[src/hdl/sblt_pkg.sv]
// Package: constants and types of the scaled blit to strip bitmap engine
package sblt_pkg;

   // Command byte layout, big-endian fields, byte 0 first
   localparam logic [7:0]  SBLT_OPCODE      = 8'h36;
   localparam int          SBLT_CMD_BYTES   = 18;
   localparam int          SBLT_CMD_BITS    = 8 * SBLT_CMD_BYTES;
   localparam logic [4:0]  SBLT_IDX_FIRST   = 5'h00;
   localparam logic [4:0]  SBLT_IDX_STRIP   = 5'h01;
   localparam logic [4:0]  SBLT_IDX_LAST    = 5'h11;

   // Register byte offsets
   localparam logic [7:0]  SBLT_REG_CTRL     = 8'h00;
   localparam logic [7:0]  SBLT_REG_CMD_ADDR = 8'h04;
   localparam logic [7:0]  SBLT_REG_LP_OFS   = 8'h08;
   localparam logic [7:0]  SBLT_REG_EOS      = 8'h0C;
   localparam logic [7:0]  SBLT_REG_DPITCH   = 8'h10;
   localparam logic [7:0]  SBLT_REG_BOOL     = 8'h14;
   localparam logic [7:0]  SBLT_REG_STATUS   = 8'h18;

   // Field positions
   localparam int          SBLT_CTRL_START   = 0;
   localparam int          SBLT_CTRL_B2T     = 1;
   localparam int          SBLT_ST_BUSY      = 0;
   localparam int          SBLT_ST_DONE      = 1;
   localparam int          SBLT_ST_FAULT     = 2;
   localparam int          SBLT_ST_BADOP     = 3;

   // Reset values
   localparam logic [31:0] SBLT_RST_WORD     = 32'h0000_0000;
   localparam logic [3:0]  SBLT_RST_BOOL     = 4'hA;

   typedef struct packed {
      logic [7:0]  opcode;
      logic [7:0]  strip;
      logic [31:0] dest;
      logic [15:0] fw;
      logic [15:0] fh;
      logic [31:0] src;
      logic [15:0] pitch;
      logic [3:0]  hclip;
      logic [3:0]  hcode;
      logic [3:0]  vclip;
      logic [3:0]  vcode;
   } sblt_cmd_t;

   typedef struct packed {
      logic        we;
      logic        bitmode;
      logic [31:0] addr;
      logic [7:0]  wdata;
   } sblt_mreq_t;

   typedef enum logic [8:0] {
      S_IDLE  = 9'h001,
      S_FETCH = 9'h002,
      S_SETUP = 9'h004,
      S_LINE  = 9'h008,
      S_RSRC  = 9'h010,
      S_RDST  = 9'h020,
      S_WDST  = 9'h040,
      S_WBACK = 9'h080,
      S_DONE  = 9'h100
   } sblt_state_t;

endpackage : sblt_pkg

[src/hdl/sblt_combine.sv]
// Two-operand Boolean pixel combiner
`timescale 1ns/1ps
`default_nettype none
module sblt_combine import sblt_pkg::*; (
   input  wire logic [3:0] code,
   input  wire logic       src,
   input  wire logic       dst,
   output logic            res
);
   // Truth table indexed by source and destination bit
   assign res = code[{src, dst}];

endmodule : sblt_combine
`default_nettype wire

[src/hdl/sblt_engine.sv]
// Scaled blit to strip bitmap engine with register port and memory port
`timescale 1ns/1ps
`default_nettype none
//
// Contract
// - Opcode 0x36 then fixed parameter list
// - Expand source before combining with destination
// - Combine pixels by last Boolean code
// - Physical destination equals logical plus offset
// - Smaller frame transfers only that portion
// - Source line step uses command pitch only
// - Only listed horizontal codes scale
// - Skip left expanded bits by clip count
// - Vertical factor is code plus one
// - Skip top expanded lines by clip count
// - Reversed order clips from bottom edge
// - Fault when frame passes strip end
// - Fault rewrites strip number up or down
// - Fault rewrites addresses and vertical clip
// - Fault writes back remaining line count
module sblt_engine import sblt_pkg::*; (
   input  wire logic        clk,
   input  wire logic        rst,
   input  wire logic [7:0]  reg_addr,
   input  wire logic [31:0] reg_wdata,
   input  wire logic        reg_wr,
   input  wire logic        reg_rd,
   output logic      [31:0] reg_rdata,
   output logic             mem_req,
   output sblt_mreq_t       mem_cmd,
   input  wire logic        mem_ack,
   input  wire logic [7:0]  mem_rdata,
   output logic             busy
);
   sblt_state_t state_r;
   sblt_cmd_t   cmd_r;
   sblt_mreq_t  mreq_r;
   logic        req_r;
   logic [4:0]  idx_r;
   logic [15:0] line_r;
   logic [15:0] col_r;
   logic [4:0]  xsub_r;
   logic [4:0]  ysub_r;
   logic [31:0] sbit_r;
   logic [31:0] sline_r;
   logic [31:0] dlog_r;
   logic        src_bit_r;
   logic        b2t_r;
   logic [31:0] cmd_base_r;
   logic [31:0] lpofs_r;
   logic [31:0] eos_r;
   logic [31:0] dpitch_r;
   logic [3:0]  bool_r;
   logic        st_done_r;
   logic        st_fault_r;
   logic        st_badop_r;
   logic [31:0] rdata_r;

   wire logic [4:0]  fx;
   wire logic [4:0]  fy;
   wire logic        comb_bit;
   wire logic        start;
   wire logic [31:0] dline;
   wire logic [31:0] line_last;
   wire logic        frame_end;
   wire logic        fault_hit;
   wire logic        col_last;
   wire logic        x_wrap;
   wire logic        y_wrap;
   wire logic [4:0]  hclip_start;
   wire logic [4:0]  vclip_start;
   wire logic [31:0] dlog_step;
   wire logic [31:0] sline_step;
   wire logic [7:0]  strip_step;
   wire logic [7:0]  cur_byte;
   wire logic [31:0] status_word;

   // Byte of the parameter list at a given index
   function automatic logic [7:0] cmd_byte(input sblt_cmd_t c, input logic [4:0] i);
      logic [SBLT_CMD_BITS-1:0] flat;
      flat = c;
      return flat[(SBLT_CMD_BITS - 8) - 8 * int'(i) +: 8];
   endfunction : cmd_byte

   sblt_xfactor u_xfactor (
      .code   (cmd_r.hcode),
      .factor (fx)
   );

   sblt_combine u_combine (
      .code (bool_r),
      .src  (src_bit_r),
      .dst  (mem_rdata[0]),
      .res  (comb_bit)
   );

   assign fy          = {1'b0, cmd_r.vcode} + 5'h01;
   assign start       = reg_wr && (reg_addr == SBLT_REG_CTRL)
                     && reg_wdata[SBLT_CTRL_START] && (state_r == S_IDLE);
   assign dline       = dlog_r + lpofs_r;
   assign line_last   = dline + {16'h0000, cmd_r.fw} - 32'h0000_0001;
   assign frame_end   = (line_r == cmd_r.fh);
   assign fault_hit   = (line_last > eos_r);
   assign col_last    = ((col_r + 16'h0001) == cmd_r.fw);
   assign x_wrap      = ((xsub_r + 5'h01) == fx);
   assign y_wrap      = ((ysub_r + 5'h01) == fy);
   assign hclip_start = ({1'b0, cmd_r.hclip} < fx) ? {1'b0, cmd_r.hclip} : 5'h00;
   assign vclip_start = ({1'b0, cmd_r.vclip} < fy) ? {1'b0, cmd_r.vclip} : 5'h00;
   assign dlog_step   = b2t_r ? (dlog_r - dpitch_r) : (dlog_r + dpitch_r);
   // Reversed order walks upward, so clipping counts from the bottom
   assign sline_step  = b2t_r ? (sline_r - {16'h0000, cmd_r.pitch})
                              : (sline_r + {16'h0000, cmd_r.pitch});
   assign strip_step  = b2t_r ? (cmd_r.strip - 8'h01) : (cmd_r.strip + 8'h01);
   assign cur_byte    = cmd_byte(cmd_r, idx_r);
   assign status_word = {28'h0000000, st_badop_r, st_fault_r, st_done_r, busy};

   assign mem_req   = req_r;
   assign mem_cmd   = mreq_r;
   assign busy      = (state_r != S_IDLE);
   assign reg_rdata = rdata_r;

   // Register writes
   always_ff @(posedge clk) begin
      if (rst) begin
         b2t_r      <= 1'b0;
         cmd_base_r <= SBLT_RST_WORD;
         lpofs_r    <= SBLT_RST_WORD;
         eos_r      <= SBLT_RST_WORD;
         dpitch_r   <= SBLT_RST_WORD;
         bool_r     <= SBLT_RST_BOOL;
      end else if (reg_wr) begin
         unique case (reg_addr)
            SBLT_REG_CTRL: begin
               b2t_r <= reg_wdata[SBLT_CTRL_B2T];
            end
            SBLT_REG_CMD_ADDR: cmd_base_r <= reg_wdata;
            SBLT_REG_LP_OFS:   lpofs_r    <= reg_wdata;
            SBLT_REG_EOS:      eos_r      <= reg_wdata;
            SBLT_REG_DPITCH:   dpitch_r   <= reg_wdata;
            SBLT_REG_BOOL:     bool_r     <= reg_wdata[3:0];
            default: begin
            end
         endcase
      end
   end

   // Register reads, data one cycle after the strobe
   always_ff @(posedge clk) begin
      if (rst) begin
         rdata_r <= SBLT_RST_WORD;
      end else if (reg_rd) begin
         unique case (reg_addr)
            SBLT_REG_CTRL:     rdata_r <= {30'h0, b2t_r, 1'b0};
            SBLT_REG_CMD_ADDR: rdata_r <= cmd_base_r;
            SBLT_REG_LP_OFS:   rdata_r <= lpofs_r;
            SBLT_REG_EOS:      rdata_r <= eos_r;
            SBLT_REG_DPITCH:   rdata_r <= dpitch_r;
            SBLT_REG_BOOL:     rdata_r <= {28'h0000000, bool_r};
            SBLT_REG_STATUS:   rdata_r <= status_word;
            default:           rdata_r <= SBLT_RST_WORD;
         endcase
      end else begin
         rdata_r <= SBLT_RST_WORD;
      end
   end

   // Command engine
   always_ff @(posedge clk) begin
      if (rst) begin
         state_r    <= S_IDLE;
         cmd_r      <= '0;
         mreq_r     <= '0;
         req_r      <= 1'b0;
         idx_r      <= 5'h00;
         line_r     <= 16'h0000;
         col_r      <= 16'h0000;
         xsub_r     <= 5'h00;
         ysub_r     <= 5'h00;
         sbit_r     <= 32'h0000_0000;
         sline_r    <= 32'h0000_0000;
         dlog_r     <= 32'h0000_0000;
         src_bit_r  <= 1'b0;
         st_done_r  <= 1'b0;
         st_fault_r <= 1'b0;
         st_badop_r <= 1'b0;
      end else begin
         unique case (state_r)
            S_IDLE: begin
               if (start) begin
                  st_done_r  <= 1'b0;
                  st_fault_r <= 1'b0;
                  st_badop_r <= 1'b0;
                  idx_r      <= SBLT_IDX_FIRST;
                  state_r    <= S_FETCH;
               end
            end
            S_FETCH: begin
               if (!req_r) begin
                  req_r  <= 1'b1;
                  mreq_r <= '{we: 1'b0, bitmode: 1'b0,
                              addr: cmd_base_r + {27'h0, idx_r}, wdata: 8'h00};
               end else if (mem_ack) begin
                  req_r <= 1'b0;
                  cmd_r[(SBLT_CMD_BITS - 8) - 8 * int'(idx_r) +: 8] <= mem_rdata;
                  idx_r <= idx_r + 5'h01;
                  if (idx_r == SBLT_IDX_LAST) begin
                     state_r <= S_SETUP;
                  end
               end
            end
            S_SETUP: begin
               if (cmd_r.opcode != SBLT_OPCODE) begin
                  st_badop_r <= 1'b1;
                  state_r    <= S_DONE;
               end else begin
                  line_r  <= 16'h0000;
                  col_r   <= 16'h0000;
                  xsub_r  <= hclip_start;
                  ysub_r  <= vclip_start;
                  sbit_r  <= 32'h0000_0000;
                  sline_r <= cmd_r.src;
                  dlog_r  <= cmd_r.dest;
                  state_r <= S_LINE;
               end
            end
            S_LINE: begin
               if (frame_end || (cmd_r.fw == 16'h0000)) begin
                  state_r <= S_DONE;
               end else if (fault_hit) begin
                  cmd_r.strip <= strip_step;
                  cmd_r.dest  <= dlog_r;
                  cmd_r.src   <= sline_r;
                  cmd_r.vclip <= ysub_r[3:0];
                  cmd_r.fh    <= cmd_r.fh - line_r;
                  idx_r       <= SBLT_IDX_STRIP;
                  state_r     <= S_WBACK;
               end else begin
                  req_r   <= 1'b1;
                  mreq_r  <= '{we: 1'b0, bitmode: 1'b1,
                               addr: sline_r + sbit_r, wdata: 8'h00};
                  state_r <= S_RSRC;
               end
            end
            S_RSRC: begin
               if (mem_ack) begin
                  src_bit_r <= mem_rdata[0];
                  mreq_r    <= '{we: 1'b0, bitmode: 1'b1,
                                 addr: dline + {16'h0000, col_r}, wdata: 8'h00};
                  state_r   <= S_RDST;
               end
            end
            S_RDST: begin
               if (mem_ack) begin
                  mreq_r  <= '{we: 1'b1, bitmode: 1'b1,
                               addr: dline + {16'h0000, col_r},
                               wdata: {7'h00, comb_bit}};
                  state_r <= S_WDST;
               end
            end
            S_WDST: begin
               if (mem_ack) begin
                  req_r   <= 1'b0;
                  state_r <= S_LINE;
                  if (col_last) begin
                     col_r  <= 16'h0000;
                     xsub_r <= hclip_start;
                     sbit_r <= 32'h0000_0000;
                     line_r <= line_r + 16'h0001;
                     dlog_r <= dlog_step;
                     ysub_r <= y_wrap ? 5'h00 : (ysub_r + 5'h01);
                     if (y_wrap) begin
                        sline_r <= sline_step;
                     end
                  end else begin
                     col_r  <= col_r + 16'h0001;
                     xsub_r <= x_wrap ? 5'h00 : (xsub_r + 5'h01);
                     if (x_wrap) begin
                        sbit_r <= sbit_r + 32'h0000_0001;
                     end
                  end
               end
            end
            S_WBACK: begin
               if (!req_r) begin
                  req_r  <= 1'b1;
                  mreq_r <= '{we: 1'b1, bitmode: 1'b0,
                              addr: cmd_base_r + {27'h0, idx_r}, wdata: cur_byte};
               end else if (mem_ack) begin
                  req_r <= 1'b0;
                  idx_r <= idx_r + 5'h01;
                  if (idx_r == SBLT_IDX_LAST) begin
                     st_fault_r <= 1'b1;
                     state_r    <= S_DONE;
                  end
               end
            end
            S_DONE: begin
               st_done_r <= 1'b1;
               state_r   <= S_IDLE;
            end
            default: begin
               state_r <= S_IDLE;
               req_r   <= 1'b0;
            end
         endcase
      end
   end

endmodule : sblt_engine
`default_nettype wire

[src/hdl/sblt_xfactor.sv]
// Horizontal scale code to expansion factor decoder
`timescale 1ns/1ps
`default_nettype none
module sblt_xfactor import sblt_pkg::*; (
   input  wire logic [3:0] code,
   output logic      [4:0] factor
);
   wire logic supported;

   assign supported = (code == 4'h0) || (code == 4'h1) || (code == 4'h2) || (code == 4'h3)
                   || (code == 4'h5) || (code == 4'h7) || (code == 4'hB) || (code == 4'hF);
   // Unsupported codes fall back to no scaling
   assign factor = supported ? ({1'b0, code} + 5'h01) : 5'h01;

endmodule : sblt_xfactor
`default_nettype wire
[config.mk]
export PLATFORM = sky130hd
export DESIGN_NAME = sblt_engine
export DESIGN_NICKNAME = d
export VERILOG_FILES = /design/src/hdl/sblt_pkg.sv /design/src/hdl/sblt_combine.sv /design/src/hdl/sblt_engine.sv /design/src/hdl/sblt_xfactor.sv
export SDC_FILE = /design/constraint.sdc
export NUM_CORES = 2
export LEC_CHECK = 0
export ABC_AREA = 1
export BUFFER_PORTS_ARGS = -buffer_cell sky130_fd_sc_hd__buf_2
export CAP_MARGIN = 20
export CELL_PAD_IN_SITES_DETAIL_PLACEMENT = 1
export CELL_PAD_IN_SITES_GLOBAL_PLACEMENT = 2
export CORE_MARGIN = 2
export CORE_UTILIZATION = 38
export DETAILED_ROUTE_END_ITERATION = 8
export HOLD_SLACK_MARGIN = 0.02
export PLACE_DENSITY_LB_ADDON = 0.1
export SLEW_MARGIN = 10
export SYNTH_ARGS = -nofsm -noshare
export SYNTH_HDL_FRONTEND = slang
export SYNTH_SLANG_ARGS = --single-unit
[constraint.sdc]
create_clock -name clk -period 10.9 [get_ports clk]
set_input_delay 0 -clock clk [delete_from_list [all_inputs] [get_ports clk]]
set_output_delay 0 -clock clk [all_outputs]
set_load 0.05 [all_outputs]
==> summary.md <==
| Metric | Value |
|---|---|
| # Max-Cap Violations | 0 |
| CTS Buf Count | 70 |
| ANT nets after route | 0 |
| RSZ-0062 raised after global routing | no |
| TritonCTS clock tree | built |
| Combinational group share of total power | 19.0% |
| Worst IR Drop VDD | 0.0001056 V |
| Initial antenna violation count | 9 |
| Fin cells | 8336 |
| Post-synth top area cell | dfxtp_1 |
| H-tree levels | 3 |
| P_int | 3.693 mW |
| Largest family of logic cells by synthesized area | simple AND/OR/NAND/NOR gates |
| Commonest non-fill, non-tap cell in the layout | nand2_1 |
| Post-synth EDFFs | 0 |
| CP max stage delay | 0.71 ns |
| Setup TNS | 0 ns |
| Worst relative slew slack | 12.67% |
| Type of the tightest min-delay check | in2reg |
| PwrDens | 119.7 nW/um^2 |
| Total number of vias | 47558 |
| Critical path's slowest cell | nor4_1 |
| Startpoint Class | flip-flop |
| Mux cell area share after synthesis | 0.1446% |
| Worst-path fanout max | 40 |
| Post-Synth XOR/XNOR Area | 3.777% |
| Final Wtd Congestion | 1.009 |
| Vias/cell | 5.705 |
| Register area share after synthesis | 24.48% |
| Status | finished, final reports clean |
| Period utilisation layout | 70.89% |
| Clock network power share | 46.6% |
| Initial Utilization | 38.22% |
| Routed wire length per instance | 25.56 um |
| Post-CTS setup repair buffer count | 0 |
| Compound-Gate Fraction of Synth Area | 18.93% |
| Hold Fails Final Rpt | 0 |
| Worst skew pair latency | 0.69 ns |
| Minimum clock period | 7.727 ns |
| Pins Over Slew Limit | 0 |
| Slew @ Worst Pin | 1.310 ns |
| Detailed Place HPWL | 170800 um |
| Port Buffers | 128 |
| Final setup vio count | 0 |
| # nets final | 7212 |
| Die H | 334.7 um |
| Flops & latches, synth | 508 |
| Yosys Warn Count | 0 |
| I/O pins | 129 |
| Most used DFF post-synth | dfxtp_1 |
| Synth area leaders | dfxtp_1 (24%), nand2_1 (14%), ha_1 (8.6%) |
| Worst Skew | 0.04049 ns |
| Remaining DRCs | 0 |
| Avg Cell Area, Syn | 6.120 sq um |
| Fillcell total | 14651 |
| Core area | 108700 sq um |
| Post-synth net total | 7138 |
| Sequential share of power | 34.4% |
| Root buf cell | clkbuf_16 |
| Area delta synth->final | 12.12% |
| Share of the synthesized area in the top cell type | 24.48% |
| Post-Place Cells | 8154 |
| # clock sinks | 508 |
| Standard-cell row count | 121 |
| Async S/R FF share, synth | 0% |
| Critical Path AT | 8.29 ns |
| CP endpoint kind | flip-flop |
| Clock Pin Slew Worst Setup and Hold Paths | 0.06 ns |
| Cell mode on critical path | nand2_1 |
| Max Clock Freq | 129.4 MHz |
| Post-CTS sizing | 0 |
| Largest net degree at the start of global routing | 94 |
| Total track usage | 37.19% |
| Die area | 112000 sq um |
| Syn Std Cell Area | 41550 sq um |
| Psw | 1.884 mW |
| Proportion of layout cells with a drive suffix above 1 | 6.261% |
| Pre-Repair DR Iteration Count | 6 |
| Post-synthesis adder-cell area fraction | 9.077% |
| Post-synthesis simple-gate area fraction | 33.18% |
| Switching Fraction | 33.78% |
| Grt ovf | 0 |
| Starting DRT DRC Count | 3868 |
| Vias in the first global route | 46762 |
| Die Span X | 334.7 um |
| Post-Synthesis Cells | 6789 |
| Util after Layout | 42.85% |
| Most frequent cells in the layout | nand2_1 (1563), inv_1 (862), nor2_1 (802), a21oi_1 (657), o21ai_0 (512) |
| Netlist cell types | 66 |
| WP data required | 11.47 ns |
| Lkg Pwr | 21.13 nW |
| Routed WL | 213100 um |
| Worst-case clock buffer depth | 3 |
| First-pass GRT wire length | 310300 um |
| CP Class | reg2reg |
==> area by class of cell <==
class	count	area, sq um	area share (%)
well taps	1414	1769	3.798
multi-input cells	5158	27150	58.27
inverters	888	3347	7.185
flip-flops and latches	508	10170	21.83
repair buffers	237	1615	3.468
clock inverters	34	548.0	1.176
diodes	6	15.01	0.03223
clock buffers	91	1972	4.233
==> synth_stat cells, types with 4 or more instances <==
cell type	n
nand4_1	122
buf_4	13
o21ai_1	14
dfxtp_1	508
nand3_1	451
o31ai_1	7
fa_1	9
nor2_4	10
buf_1	12
xnor2_1	53
a221oi_1	35
xor2_1	121
nor3_1	133
a21oi_1	657
buf_2	33
nand2_2	17
ha_1	287
o211ai_1	18
a21o_1	18
a211oi_1	8
mux2i_1	6
nor2_2	10
o22ai_1	18
clkinv_1	5
a22oi_1	15
a21boi_0	9
inv_2	17
o2111ai_1	4
nor2_1	805
inv_1	864
and3_1	4
or2_2	38
o21ai_0	514
and2_1	4
a32oi_1	21
nand3b_1	13
clkbuf_1	175
nand2_1	1563
a31oi_1	34
o21bai_1	39
o21a_1	16
nor3b_1	10
nor4_1	42
==> final timing paths <==
path	slack, ns	endpoint	depth (start not counted)	from
max	3.17	mem_cmd[34]$_SDFFE_PP0P_	34	dlog_r[3]$_SDFFE_PP0P_
min	0.1	bool_r[1]$_SDFFE_PP1P_	7	reg_addr[5]
max reg2reg	3.17	mem_cmd[34]$_SDFFE_PP0P_	34	dlog_r[3]$_SDFFE_PP0P_
min reg2reg	0.46	reg_rdata[21]$_SDFF_PP0_	2	eos_r[21]$_SDFFE_PP0P_
==> critical path: cells and delay by family (launching register included) <==
| kind | cells | cell delay, ns |
|---|---|---|
| compound gates | 3 | 0.76 |
| flops | 1 | 0.51 |
| xor+xnor | 2 | 0.59 |
| simple gates | 19 | 3.18 |
| fa+ha+maj | 3 | 0.98 |
| buf+inv | 7 | 1.54 |
==> flip-flops by register name, indices dropped and copies added, names as in the netlist, 9 cells and up <==
signal and count:
dpitch_r 32, col_r 16, cmd_base_r 32, sline_r 32
state_r 9, dlog_r 32, reg_rdata 32, lpofs_r 32
eos_r 32, cmd_r 144, line_r 16, mem_cmd 42
sbit_r 32
==> kinds of logic after synthesis <==
kind of cell | after synthesis
compound gates | 1439
xor+xnor | 176
fa+ha+maj | 296
buf+inv | 1123
flops | 508
mux | 6
simple gates | 3241
==> power groups by stage <==
stage | combinational (mW) | sequential (mW) | clock, mW
floorplan | 0.602 | 1.99 | 0
global placement | 1.00 | 1.96 | 0
detailed placement | 1.01 | 1.96 | 0
CTS | 1.03 | 1.92 | 2.63
global route | 1.13 | 1.92 | 2.69
finish | 1.06 | 1.92 | 2.60
==> stage by stage <==
stage	area (sq um)	hold slack (ns)	power, mW	worst slack (ns)
6_report	46580	0.09611	5.578	3.173
5_1_grt	46570	0.1285	5.738	2.474
4_1_cts	46540	0.02116	5.582	3.174
3_5_place_dp	43530	0.3102	2.972	3.214
3_3_place_gp	43490	0.3064	2.962	3.499
2_1_floorplan	41550	0.1187	2.590	5.680
==> per-layer routing <==
| layer | share of wire, % | GRT usage [%] |
|---|---|---|
| met1 | 43 | 47.45 |
| met2 | 44 | 58.83 |
| met3 | 6.0 | 4.892 |
| met4 | 7.4 | 24.41 |
| met5 | 0.020 | 0 |
==> timing repair <==
item	in CTS	in global routing
hold endpoints to repair	195	0
hold buffers	49	0
setup endpoints to repair	0	0
Power figures use the tool's default switching activity.
